## src/rtl/rml_pkg.sv

```systemverilog
// Package for the navigation-mode tracker and status indicator block.
// Assumes one 100 MHz system clock; all values here are shared constants and types.
package rml_pkg;

    localparam int unsigned CLK_HZ = 100_000_000;
    // Blink half period in milliseconds; the count is derived from the clock rate
    localparam int unsigned BLINK_HALF_MS = 250;
    localparam int unsigned BLINK_HALF_CYC = (CLK_HZ / 1000) * BLINK_HALF_MS;
    localparam int unsigned CNT_W = 32;

    localparam logic [5:0] MIN_SINGLE = 6'h06;
    localparam logic [5:0] MIN_BDS_SATS = 6'h03;
    localparam logic [5:0] MIN_BDS_TOTAL = 6'h08;
    localparam logic [5:0] MIN_GLO_SATS = 6'h02;
    localparam logic [5:0] MIN_GLO_TOTAL = 6'h07;
    localparam logic [7:0] ELEV_MASK_DEF = 8'h0A;

    // Time query response: flag byte index and value meaning time is correct
    localparam logic [4:0] TIME_FLAG_POS = 5'h12;
    localparam logic [7:0] TIME_FLAG_OK = 8'h07;
    localparam logic [7:0] QUERY_SYNC1 = 8'hB5;
    localparam logic [7:0] QUERY_SYNC2 = 8'h62;
    localparam logic [7:0] QUERY_CLASS = 8'h01;
    localparam logic [7:0] QUERY_ID = 8'h20;

    typedef enum logic [1:0] {
        RML_CONST_SINGLE,
        RML_CONST_GPS_BDS,
        RML_CONST_GPS_GLO
    } rml_const_t;

    typedef enum {
        RML_STANDALONE,
        RML_FLOAT,
        RML_FIXED
    } rml_mode_t;

    typedef struct packed {
        logic fix_valid;
        logic corr_present;
        logic amb_resolved;
        logic phase_lock;
        logic bit_sync;
        logic tow_valid;
        logic clock_accurate;
        logic leap_info;
        rml_const_t combo;
        logic [5:0] common_gps;
        logic [5:0] common_bds;
        logic [5:0] common_glo;
    } rml_status_t;

    typedef struct packed {
        logic green_led;
        logic orange_led;
        logic rtk_fixed;
        logic rtk_float;
        logic raw_enable;
        logic leap_apply;
        logic time_valid;
    } rml_out_t;

endpackage

```

## src/rtl/rml_mode_led.sv

```systemverilog
// Navigation-mode tracker with green fix and orange RTK indicators.
// Assumes status inputs come from logic on sys_clk (satellite counts already
// restricted to satellites the base also sees); the response byte strobe too.
// Function
// - Exactly one of three modes held
// - Green steady before fix, blinking after
// - Correction stream enters float mode
// - Orange blinks while in float
// - Stream loss returns standalone, orange off
// - Resolved ambiguity enters fixed, orange steady
// - Single constellation needs six locked satellites
// - GPS plus BeiDou: three BeiDou, eight total
// - GPS plus GLONASS: two GLONASS, seven total
// - Lost lock drops fixed to float
// - Recovered signals re-enter fixed mode
// - Only satellites common with base count
// - Raw output needs bit sync and week time
// - Leap correction applied once clock accurate and info acquired
// - Response byte 18 equal 07 means valid
`timescale 1ns/1ps
module rml_mode_led
    import rml_pkg::*;
#(
    parameter int unsigned BLINK_HALF = BLINK_HALF_CYC
) (
    input wire logic sys_clk,
    input wire logic rst_n,
    input wire rml_status_t status_in,
    input wire logic rsp_byte_valid,
    input wire logic [4:0] rsp_byte_index,
    input wire logic [7:0] rsp_byte,
    output rml_out_t out,
    output rml_mode_t mode
);

    typedef struct packed {
        rml_status_t st;
        rml_mode_t mode;
        logic [CNT_W-1:0] blink_cnt;
        logic blink;
        logic leap_done;
        logic time_valid;
        rml_out_t out;
    } rml_state_t;

    rml_state_t cur;
    rml_state_t next_cur;

    // Common-satellite count test per constellation combination
    function automatic logic enough_sats(input rml_status_t s);
        logic [6:0] total;
        total = 7'(s.common_gps) + 7'(s.common_bds) + 7'(s.common_glo);
        enough_sats = 1'b0;
        case (s.combo)
            RML_CONST_GPS_BDS: begin
                enough_sats = (s.common_bds >= MIN_BDS_SATS) && (total >= 7'(MIN_BDS_TOTAL));
            end
            RML_CONST_GPS_GLO: begin
                enough_sats = (s.common_glo >= MIN_GLO_SATS) && (total >= 7'(MIN_GLO_TOTAL));
            end
            default: begin
                enough_sats = total >= 7'(MIN_SINGLE);
            end
        endcase
    endfunction

    logic can_fix;
    assign can_fix = cur.st.amb_resolved && cur.st.phase_lock && enough_sats(cur.st);

    always_comb begin
        next_cur = cur;
        next_cur.st = status_in;

        if (cur.blink_cnt >= CNT_W'(BLINK_HALF - 1)) begin
            next_cur.blink_cnt = '0;
            next_cur.blink = ~cur.blink;
        end else begin
            next_cur.blink_cnt = cur.blink_cnt + 1'b1;
        end

        case (cur.mode)
            RML_STANDALONE: begin
                if (cur.st.corr_present) begin
                    next_cur.mode = RML_FLOAT;
                end
            end
            RML_FLOAT: begin
                if (!cur.st.corr_present) begin
                    next_cur.mode = RML_STANDALONE;
                end else if (can_fix) begin
                    next_cur.mode = RML_FIXED;
                end
            end
            RML_FIXED: begin
                if (!cur.st.corr_present) begin
                    next_cur.mode = RML_STANDALONE;
                end else if (!can_fix) begin
                    next_cur.mode = RML_FLOAT;
                end
            end
            default: begin
                next_cur.mode = RML_STANDALONE;
            end
        endcase

        if (cur.st.clock_accurate && cur.st.leap_info) begin
            next_cur.leap_done = 1'b1;
        end

        // flag byte check; frame is framed upstream
        if (rsp_byte_valid && rsp_byte_index == TIME_FLAG_POS) begin
            next_cur.time_valid = (rsp_byte == TIME_FLAG_OK);
        end

        next_cur.out.green_led = cur.st.fix_valid ? cur.blink : 1'b1;
        case (cur.mode)
            RML_FLOAT: next_cur.out.orange_led = cur.blink;
            RML_FIXED: next_cur.out.orange_led = 1'b1;
            default: next_cur.out.orange_led = 1'b0;
        endcase
        next_cur.out.rtk_fixed = (cur.mode == RML_FIXED);
        next_cur.out.rtk_float = (cur.mode == RML_FLOAT);
        next_cur.out.raw_enable = cur.st.bit_sync && cur.st.tow_valid;
        next_cur.out.leap_apply = cur.leap_done;
        next_cur.out.time_valid = cur.time_valid;
    end

    always_ff @(posedge sys_clk) begin
        if (!rst_n) begin
            // All-zero state is standalone mode, indicators dark, sticky flags clear
            cur <= '0;
        end else begin
            cur <= next_cur;
        end
    end

    assign out = cur.out;
    assign mode = cur.mode;

    AST_LOSS_STANDALONE: assert property (@(posedge sys_clk) disable iff (!rst_n)
        cur.mode != RML_STANDALONE && !cur.st.corr_present |=> mode == RML_STANDALONE)
        else $error("stream loss did not return to standalone");
    AST_ENTER_FLOAT: assert property (@(posedge sys_clk) disable iff (!rst_n)
        cur.mode == RML_STANDALONE && cur.st.corr_present |=> mode == RML_FLOAT)
        else $error("stream did not enter float");
    AST_ENTER_FIXED: assert property (@(posedge sys_clk) disable iff (!rst_n)
        cur.mode == RML_FLOAT && cur.st.corr_present && can_fix |=> mode == RML_FIXED)
        else $error("resolved ambiguity did not enter fixed");
    AST_DROP_FLOAT: assert property (@(posedge sys_clk) disable iff (!rst_n)
        cur.mode == RML_FIXED && cur.st.corr_present && !can_fix |=> mode == RML_FLOAT)
        else $error("lock loss did not drop to float");
    AST_FIXED_NEEDS_SATS: assert property (@(posedge sys_clk) disable iff (!rst_n)
        $rose(mode == RML_FIXED) |-> $past(can_fix))
        else $error("fixed entered without enough satellites");
    AST_ORANGE_FIXED: assert property (@(posedge sys_clk) disable iff (!rst_n)
        mode == RML_FIXED ##1 mode == RML_FIXED |-> out.orange_led)
        else $error("orange not steady in fixed");
    AST_ORANGE_OFF: assert property (@(posedge sys_clk) disable iff (!rst_n)
        mode == RML_STANDALONE ##1 mode == RML_STANDALONE |-> !out.orange_led)
        else $error("orange lit in standalone");
    AST_GREEN_STEADY: assert property (@(posedge sys_clk) disable iff (!rst_n)
        !cur.st.fix_valid |=> out.green_led)
        else $error("green not steady without fix");
    AST_RAW_GATE: assert property (@(posedge sys_clk) disable iff (!rst_n)
        out.raw_enable |-> $past(cur.st.bit_sync && cur.st.tow_valid))
        else $error("raw output without sync and week time");
    AST_TIME_FLAG: assert property (@(posedge sys_clk) disable iff (!rst_n)
        rsp_byte_valid && rsp_byte_index == TIME_FLAG_POS && rsp_byte != TIME_FLAG_OK
        |=> ##1 !out.time_valid)
        else $error("time flagged valid on wrong byte value");

    AST_TIME_OK: assert property (@(posedge sys_clk) disable iff (!rst_n)
        rsp_byte_valid && rsp_byte_index == TIME_FLAG_POS && rsp_byte == TIME_FLAG_OK
        |=> ##1 out.time_valid)
        else $error("time not flagged valid on good byte");

    AST_TIME_HOLD: assert property (@(posedge sys_clk) disable iff (!rst_n)
        !(rsp_byte_valid && rsp_byte_index == TIME_FLAG_POS) |=> $stable(cur.time_valid))
        else $error("time flag changed without flag byte");

    AST_ONE_MODE: assert property (@(posedge sys_clk) disable iff (!rst_n)
        !(out.rtk_fixed && out.rtk_float))
        else $error("float and fixed flagged together");

    AST_FIXED_FLAG: assert property (@(posedge sys_clk) disable iff (!rst_n)
        mode == RML_FIXED |=> out.rtk_fixed)
        else $error("fixed flag missing in fixed mode");

    AST_FLOAT_FLAG: assert property (@(posedge sys_clk) disable iff (!rst_n)
        mode == RML_FLOAT |=> out.rtk_float)
        else $error("float flag missing in float mode");

    AST_NO_JUMP_FIXED: assert property (@(posedge sys_clk) disable iff (!rst_n)
        mode == RML_STANDALONE |=> mode != RML_FIXED)
        else $error("fixed entered straight from standalone");

    AST_STAY_STANDALONE: assert property (@(posedge sys_clk) disable iff (!rst_n)
        mode == RML_STANDALONE && !cur.st.corr_present |=> mode == RML_STANDALONE)
        else $error("left standalone without corrections");

    AST_FLOAT_HOLD: assert property (@(posedge sys_clk) disable iff (!rst_n)
        mode == RML_FLOAT && cur.st.corr_present && !can_fix |=> mode == RML_FLOAT)
        else $error("float left while still unresolved");

    AST_FIXED_HOLD: assert property (@(posedge sys_clk) disable iff (!rst_n)
        mode == RML_FIXED && cur.st.corr_present && can_fix |=> mode == RML_FIXED)
        else $error("fixed left while still resolved");

    AST_ORANGE_BLINK: assert property (@(posedge sys_clk) disable iff (!rst_n)
        mode == RML_FLOAT |=> out.orange_led == $past(cur.blink))
        else $error("orange not following blink in float");

    AST_GREEN_BLINK: assert property (@(posedge sys_clk) disable iff (!rst_n)
        cur.st.fix_valid |=> out.green_led == $past(cur.blink))
        else $error("green not following blink with fix");

    AST_BLINK_TOGGLE: assert property (@(posedge sys_clk) disable iff (!rst_n)
        cur.blink_cnt >= CNT_W'(BLINK_HALF - 1) |=> cur.blink != $past(cur.blink))
        else $error("blink phase did not toggle");

    AST_BLINK_HOLD: assert property (@(posedge sys_clk) disable iff (!rst_n)
        cur.blink_cnt < CNT_W'(BLINK_HALF - 1) |=> $stable(cur.blink))
        else $error("blink phase toggled early");

    AST_LEAP_STICKY: assert property (@(posedge sys_clk) disable iff (!rst_n)
        out.leap_apply |=> out.leap_apply)
        else $error("leap correction flag dropped");

    AST_LEAP_SET: assert property (@(posedge sys_clk) disable iff (!rst_n)
        cur.st.clock_accurate && cur.st.leap_info |=> ##1 out.leap_apply)
        else $error("leap correction not applied");

    AST_RAW_ON: assert property (@(posedge sys_clk) disable iff (!rst_n)
        cur.st.bit_sync && cur.st.tow_valid |=> out.raw_enable)
        else $error("raw output withheld with sync and week time");

    AST_FIXED_NEEDS_LOCK: assert property (@(posedge sys_clk) disable iff (!rst_n)
        $rose(mode == RML_FIXED) |-> $past(cur.st.phase_lock && cur.st.amb_resolved))
        else $error("fixed entered without lock and resolution");

    AST_BDS_COUNT: assert property (@(posedge sys_clk) disable iff (!rst_n)
        cur.st.combo == RML_CONST_GPS_BDS && cur.st.common_bds < MIN_BDS_SATS
        |=> !(mode == RML_FIXED && $past(mode) != RML_FIXED))
        else $error("fixed entered with too few BeiDou satellites");

    AST_GLO_COUNT: assert property (@(posedge sys_clk) disable iff (!rst_n)
        cur.st.combo == RML_CONST_GPS_GLO && cur.st.common_glo < MIN_GLO_SATS
        |=> !(mode == RML_FIXED && $past(mode) != RML_FIXED))
        else $error("fixed entered with too few GLONASS satellites");

    AST_SINGLE_COUNT: assert property (@(posedge sys_clk) disable iff (!rst_n)
        cur.st.combo == RML_CONST_SINGLE
        && 7'(cur.st.common_gps) + 7'(cur.st.common_bds) + 7'(cur.st.common_glo) < 7'(MIN_SINGLE)
        |=> !(mode == RML_FIXED && $past(mode) != RML_FIXED))
        else $error("fixed entered with too few satellites");

    AST_COUNT_GATE: assert property (@(posedge sys_clk) disable iff (!rst_n)
        mode == RML_FIXED |-> $past(can_fix))
        else $error("fixed held without enough common satellites");

endmodule

```

## config.mk

```make
export PLATFORM = sky130hd
export DESIGN_NAME = rml_mode_led
export DESIGN_NICKNAME = d
export VERILOG_FILES = /design/src/rtl/rml_pkg.sv /design/src/rtl/rml_mode_led.sv
export SDC_FILE = /design/constraint.sdc
export NUM_CORES = 1
export LEC_CHECK = 0
export ABC_AREA = 0
export BUFFER_PORTS_ARGS = -buffer_cell sky130_fd_sc_hd__buf_2
export CELL_PAD_IN_SITES_DETAIL_PLACEMENT = 0
export CELL_PAD_IN_SITES_GLOBAL_PLACEMENT = 1
export CORE_MARGIN = 1
export CORE_UTILIZATION = 37
export CTS_BUF_LIST = sky130_fd_sc_hd__clkbuf_4 sky130_fd_sc_hd__clkbuf_8
export CTS_CLUSTER_DIAMETER = 150
export CTS_CLUSTER_SIZE = 40
export DETAILED_ROUTE_END_ITERATION = 10
export GPL_TIMING_DRIVEN = 0
export MAX_ROUTING_LAYER = met4
export PLACE_DENSITY_LB_ADDON = 0.1
export RECOVER_POWER = 25
export SYNTH_ARGS = -nofsm -noshare
export SYNTH_HDL_FRONTEND = slang
export SYNTH_SLANG_ARGS = --single-unit
```

## constraint.sdc

```tcl
create_clock -name sys_clk -period 2.6 [get_ports sys_clk]
set_clock_uncertainty 0.2 [all_clocks]
set_input_delay 0.26 -clock sys_clk [delete_from_list [all_inputs] [get_ports sys_clk]]
set_output_delay 0.26 -clock sys_clk [all_outputs]
set_load 0.01 [all_outputs]
```

Yosys cells after proc, flatten, opt, wreduce, memory -nomap -nowiden
Index checks and enable logic that the tools add are counted.
{"block": "word_totals", "reg_bits": 102, "inputBits": 44, "out_inout_bits": 39, "word_cells": 65}
{"block": "classes", "addsub": 3, "order_cmp": 6, "eq_ne": 11, "n_mux": 9, "bitwise": 2, "n_reduce_logical": 10}
{"operator": "$mux W32", "count": 5}
{"operator": "$pmux W32 S3", "count": 1}
{"operator": "$eq A32 B2 Y1 const B", "count": 2}
{"operator": "$add A32 B1 Y32 const B", "count": 1}
{"operator": "$eq A32 B1 Y1 const B", "count": 1}
{"operator": "$eq A32 B3 Y1 const B", "count": 1}
{"operator": "$ge A32 B25 Y1 const B", "count": 1}
{"operator": "$logic_not A32 Y1", "count": 1}
{"operator": "$ge A7 B3 Y1 const B", "count": 2}
{"operator": "$ge A6 B2 Y1 const B", "count": 2}
{"operator": "$eq A8 B3 Y1 const B", "count": 1}
{"operator": "$add A6 B6 Y7", "count": 1}
{"operator": "$add A7 B6 Y7", "count": 1}
{"operator": "$ge A7 B4 Y1 const B", "count": 1}
{"operator": "$logic_and A1 B1 Y1", "count": 7}
{"operator": "$ne A3 B3 Y1 const B", "count": 2}
{"operator": "$eq A5 B5 Y1 const B", "count": 1}
{"operator": "$pmux W1 S2", "count": 2}
{"operator": "$reduce_and A3 Y1", "count": 1}
{"operator": "$eq A2 B1 Y1 const B", "count": 1}
{"operator": "$eq A2 B2 Y1 const B", "count": 1}
{"operator": "$ne A2 B2 Y1 const B", "count": 1}
{"operator": "$not A1 Y1", "count": 2}
{"operator": "$reduce_or A2 Y1", "count": 1}
{"operator": "$mux W1", "count": 1}

Depth between registers and ports, before layout
{"block": "logic_depth", "word_depth": 9, "depth_mapped": 11, "depth_no_buf": 11}

Worst setup path before layout
OpenSTA, ideal clock, no wires.
{"block": "synth_timing", "path_kind": "register to register", "startpoint": "register cur[75] (netlist name)", "endpoint": "register cur, in the netlist mode[0]", "setup_time_ns": 0.120, "t_arrival_ns": 2.429, "required_ns": 2.280, "slack_ns": -0.149, "stages_incl_launch_ff": 12, "path_buffers": 0, "synth_period_minus_slack_ns": 2.749, "path_cell_list": "dfxtp_1 -> fa_1 -> ha_1 -> inv_1 -> fa_1 -> nand2b_1 -> a21oi_1 -> or2_2 -> a21oi_1 -> o221ai_1 -> a22o_1 -> nand3_1"}
{"block": "synth_via", "elab_chain_cells": 7, "elab_cells_between_ends": 12, "classes_between": "add/sub: 1; order compare: 4; eq/ne: 2; mux: 1; reduce/logical: 4"}
{"element": "from (decl)", "line": "rml_mode_led.sv:46", "rtl": "rml_state_t cur;"}
{"element": "from (signal assigned)", "line": "rml_mode_led.sv:133", "rtl": "cur <= next_cur;"}
{"element": "$add A7 B6 Y7", "line": "rml_mode_led.sv:52", "rtl": "total = 7'(s.common_gps) + 7'(s.common_bds) + 7'(s.common_glo);"}
{"element": "$ge A7 B3 Y1 / $ge A7 B4 Y1 (equally long branches)", "line": "rml_mode_led.sv:59, rml_mode_led.sv:56"}
{"element": "$logic_and A1 B1 Y1, on equally long branches", "line": "rml_mode_led.sv:59, rml_mode_led.sv:56"}
{"element": "$pmux W1 S2 (*)", "line": "rml_mode_led.sv:54", "rtl": "case (s.combo)"}
{"element": "$logic_and A1 B1 Y1 (*)", "line": "rml_mode_led.sv:68", "rtl": "assign can_fix = cur.st.amb_resolved && cur.st.phase_lock && enough_sats(cur.st);"}
{"element": "$ne A3 B3 Y1 (no source line)"}
{"element": "$reduce_and A3 Y1 (no source line) (*)"}
Every way passes the cells marked *; elsewhere a longest branch is shown, timed or not.
A chain may end at the register's enable or synchronous reset.

Worst setup path after layout
{"block": "layout_timing", "startpoint": "register cur[87] (netlist name)", "endpoint": "register cur, in the netlist mode[1]"}
{"block": "layout_via", "elab_chain_cells": 8, "elab_cells_between_ends": 12, "classes_between": "add/sub: 2; order compare: 3; eq/ne: 2; mux: 1; reduce/logical: 4"}
{"element": "$add A6 B6 Y7 (*)", "line": "rml_mode_led.sv:52"}
{"element": "$add A7 B6 Y7 (*)", "line": "rml_mode_led.sv:52"}
{"element": "$ge A7 B3 Y1 / $ge A7 B4 Y1 (equally long branches)", "line": "rml_mode_led.sv:59, rml_mode_led.sv:56"}
{"element": "$logic_and A1 B1 Y1, on equally long branches", "line": "rml_mode_led.sv:59, rml_mode_led.sv:56"}
{"element": "$pmux W1 S2 (*)", "line": "rml_mode_led.sv:54"}
{"element": "$logic_and A1 B1 Y1 (*)", "line": "rml_mode_led.sv:68"}
{"element": "$ne A3 B3 Y1 (no source line)"}
{"element": "$reduce_and A3 Y1 (no source line) (*)"}
Marked as above.

==> reports/metrics.cfg <==
[cts]
htree_num_levels = 3
cts_tree = done
clkTransAtPathRegs_ns = 0.08
clockRootBuffer = clkbuf_8
cts.sinks = 72
cts_buffer_depth = 2
numCtsBuffers = 9
clk_latency_ns = 0.34

[min_path]
hold_path.class = input port to flop
whs_path_depth = 2

[placed_design]
dp_cells = 531
globalplace.congestion = 0.7492
portBuffers = 52
place_ws_ns = -0.1435
hpwl_um = 4343

[timing]
finalSetupViolations = 2
worst_pin_slew_ns = 0.6263
fin_crit_ns = 2.744
rsz0062_at_grt = yes
finalCritPeriodShare_pct = 105.5
hold_slack_ns = 0.05360
slew_headroom_pct = 57.92
finalMaxSlewViolations = 0
worst_slack_ns = -0.1435
hold_violations = 0
fmax_mhz = 364.5

[finish]
nets = 529
fin_cells = 576
drive_above_1_share_pct = 27.18
area_growth_syn_to_layout_pct = 34.99
insertedDiodeCount = 0
nFillCells = 818

[power_and_ir_drop]
power.leakage_nw = 1.939
cellPowerDensity_nw_per_um2 = 574.0
ir_drop_v = 0.0002420

[critical_path]
crit_path_max_fanout = 4
cp-end-kind = flop
cp.arrival_ns = 2.82
start_kind = flop
required_ns = 2.67
crit_type = flop to flop
r2r_cells = 11

[synth]
async_reset_ff_share_pct = 0
ys_types = 42
synth_flop_cell = dfxtp_1
synthCells = 338
synth_warnings = 0
avgSynthCellArea_um2 = 9.469
ys_seq_area_share_pct = 45.04
synth_area_leaders = dfxtp_1, buf_4, and2_1
synth_area_um2 = 3201
synth_edf_count = 0
synth_top_area_share_pct = 45.04
synth_seq_cells = 72
netlist.top_cell.by_area = dfxtp_1

[detailed_routing]
routedWlPerCell_um = 10.42
drt_iter0_drc = 34
vias_per_cell = 4.194
antenna_left = 0
drt_pass1_iterations = 6
wirelength_um = 6000
vias = 2416
drc = 0

[die]
die_y_um = 95.01
die_w_um = 95.01
ioPinCount = 83
die_area_um2 = 9026
core_area_um2 = 8299
rows = 33
initial_core_util_pct = 38.56

[global_routing]
grt_pass1_wl_um = 9991
first_global_vias = 2348
overflow = 0
grt_max_degree = 13
grtUsageTotal_pct = 15.23
antenna_found_initial = 0

[run]
maxCapViolations = 0

[outcome]
outcome = finished, violations left
violations = setup timing

## where the power goes
part	switching (mW)	internal, mW	total [mW]	leakage (nW)
registers	0.0196	1.14	1.16	0.592
logic	0.133	0.168	0.300	1.23
clock network	0.403	0.619	1.02	0.115
total	0.556	1.92	2.48	1.94
## cell usage after synthesis (all sizes together), types with 8 or more instances
master,n
nand2,25
xor2,17
nand3,14
a21oi,12
inv,11
dfxtp,72
and3,8
nor2,40
and2,31
ha,12
buf,42
## flip-flops by register name (all words and copies together), names as in the netlist
signal,count
out,7
cur,63
mode,2
## routing by layer
layer  track usage, %  wire (um)  share of wire, %
met1            16.32       2699                45
met2            25.66       2976                50
met3            4.831        220               3.7
met4            6.818        104               1.7
met5                -          0                 0
## per-stage QoR
stage	total power, mW	util, %	cell area (um2)	TNS [ns]
final	2.480	52.06	4320	-0.2684
after global routing	2.614	52.06	4320	-0.5383
after CTS	2.518	51.89	4307	-0.2890
after detailed placement	1.439	45.30	3760	-0.2460
after global placement	1.436	45.30	3760	-0.2365
after floorplan	1.369	-	3368	-0.03410
## what timing repair did
action / 4_1_cts / 5_1_grt
endpoints found under the setup margin: 2 / 22
endpoints found under the hold margin: 28 / 0
setup buffers: 1 / 0
pin swaps: 8 / 11
gates resized for setup: 7 / 3
hold buffers: 28 / 0
## layout make-up
| cell class | count | area (um2) | share of cell area [%] |
|---|---|---|---|
| multi-input cells | 245 | 1574 | 36.43 |
| well taps | 105 | 131.4 | 3.041 |
| inverters | 12 | 45.04 | 1.043 |
| plain buffers | 45 | 337.8 | 7.819 |
| clock buffers | 12 | 165.2 | 3.823 |
| repair buffers | 81 | 548.0 | 12.68 |
| clock inverters | 4 | 75.07 | 1.738 |
| flip-flops and latches | 72 | 1444 | 33.42 |
## cell usage in the layout, fill, tap and decap left out, drive strengths merged, types with 2 or more instances in the layout
master / n
buf: 95
dfxtp: 72
nor2: 40
conb: 37
and2: 31
dlygate4sd3: 28
nand2: 25
xor2: 17
clkbuf: 15
nand3: 14
ha: 12
a21oi: 12
inv: 11
and3: 8
xnor2: 7
fa: 7
or4: 4
nor3: 4
nor4: 2
a21o: 2
o21ai: 2
bufinv: 2
clkinvlp: 2
or2: 2
nand2b: 2
## final timing paths
check	startpoint	end	slack [ns]
max	cur[87]	mode[1]	-0.14
min reg2reg	cur[101]	out[6]	0.21
max reg2reg	cur[87]	mode[1]	-0.14
min	rst_n	out[0]	0.05
## critical path, cell delays in order (launching register included)
cell	delay, ns
dfxtp_2	0.33
fa_1	0.53
ha_2	0.19
inv_2	0.04
fa_2	0.33
nand2b_4	0.16
a21oi_4	0.16
or2_4	0.14
a21oi_2	0.05
o221ai_2	0.25
nand4_1	0.15
a21oi_2	0.14
## logic make-up (layout without fill, tap and decap cells)
| family | count (synthesis) | count (layout) | share of synthesized area (%) |
|---|---|---|---|
| buf+inv | 57 | 154 | 11.96 |
| other cells | 1 | 37 | 0.1172 |
| flops | 72 | 72 | 45.04 |
| fa+ha+maj | 19 | 19 | 9.069 |
| simple gates | 139 | 139 | 21.89 |
| mux | 2 | 2 | 0.6646 |
| xor+xnor | 24 | 24 | 6.568 |
| compound gates | 24 | 24 | 4.692 |
Power figures use the tool's default switching activity.
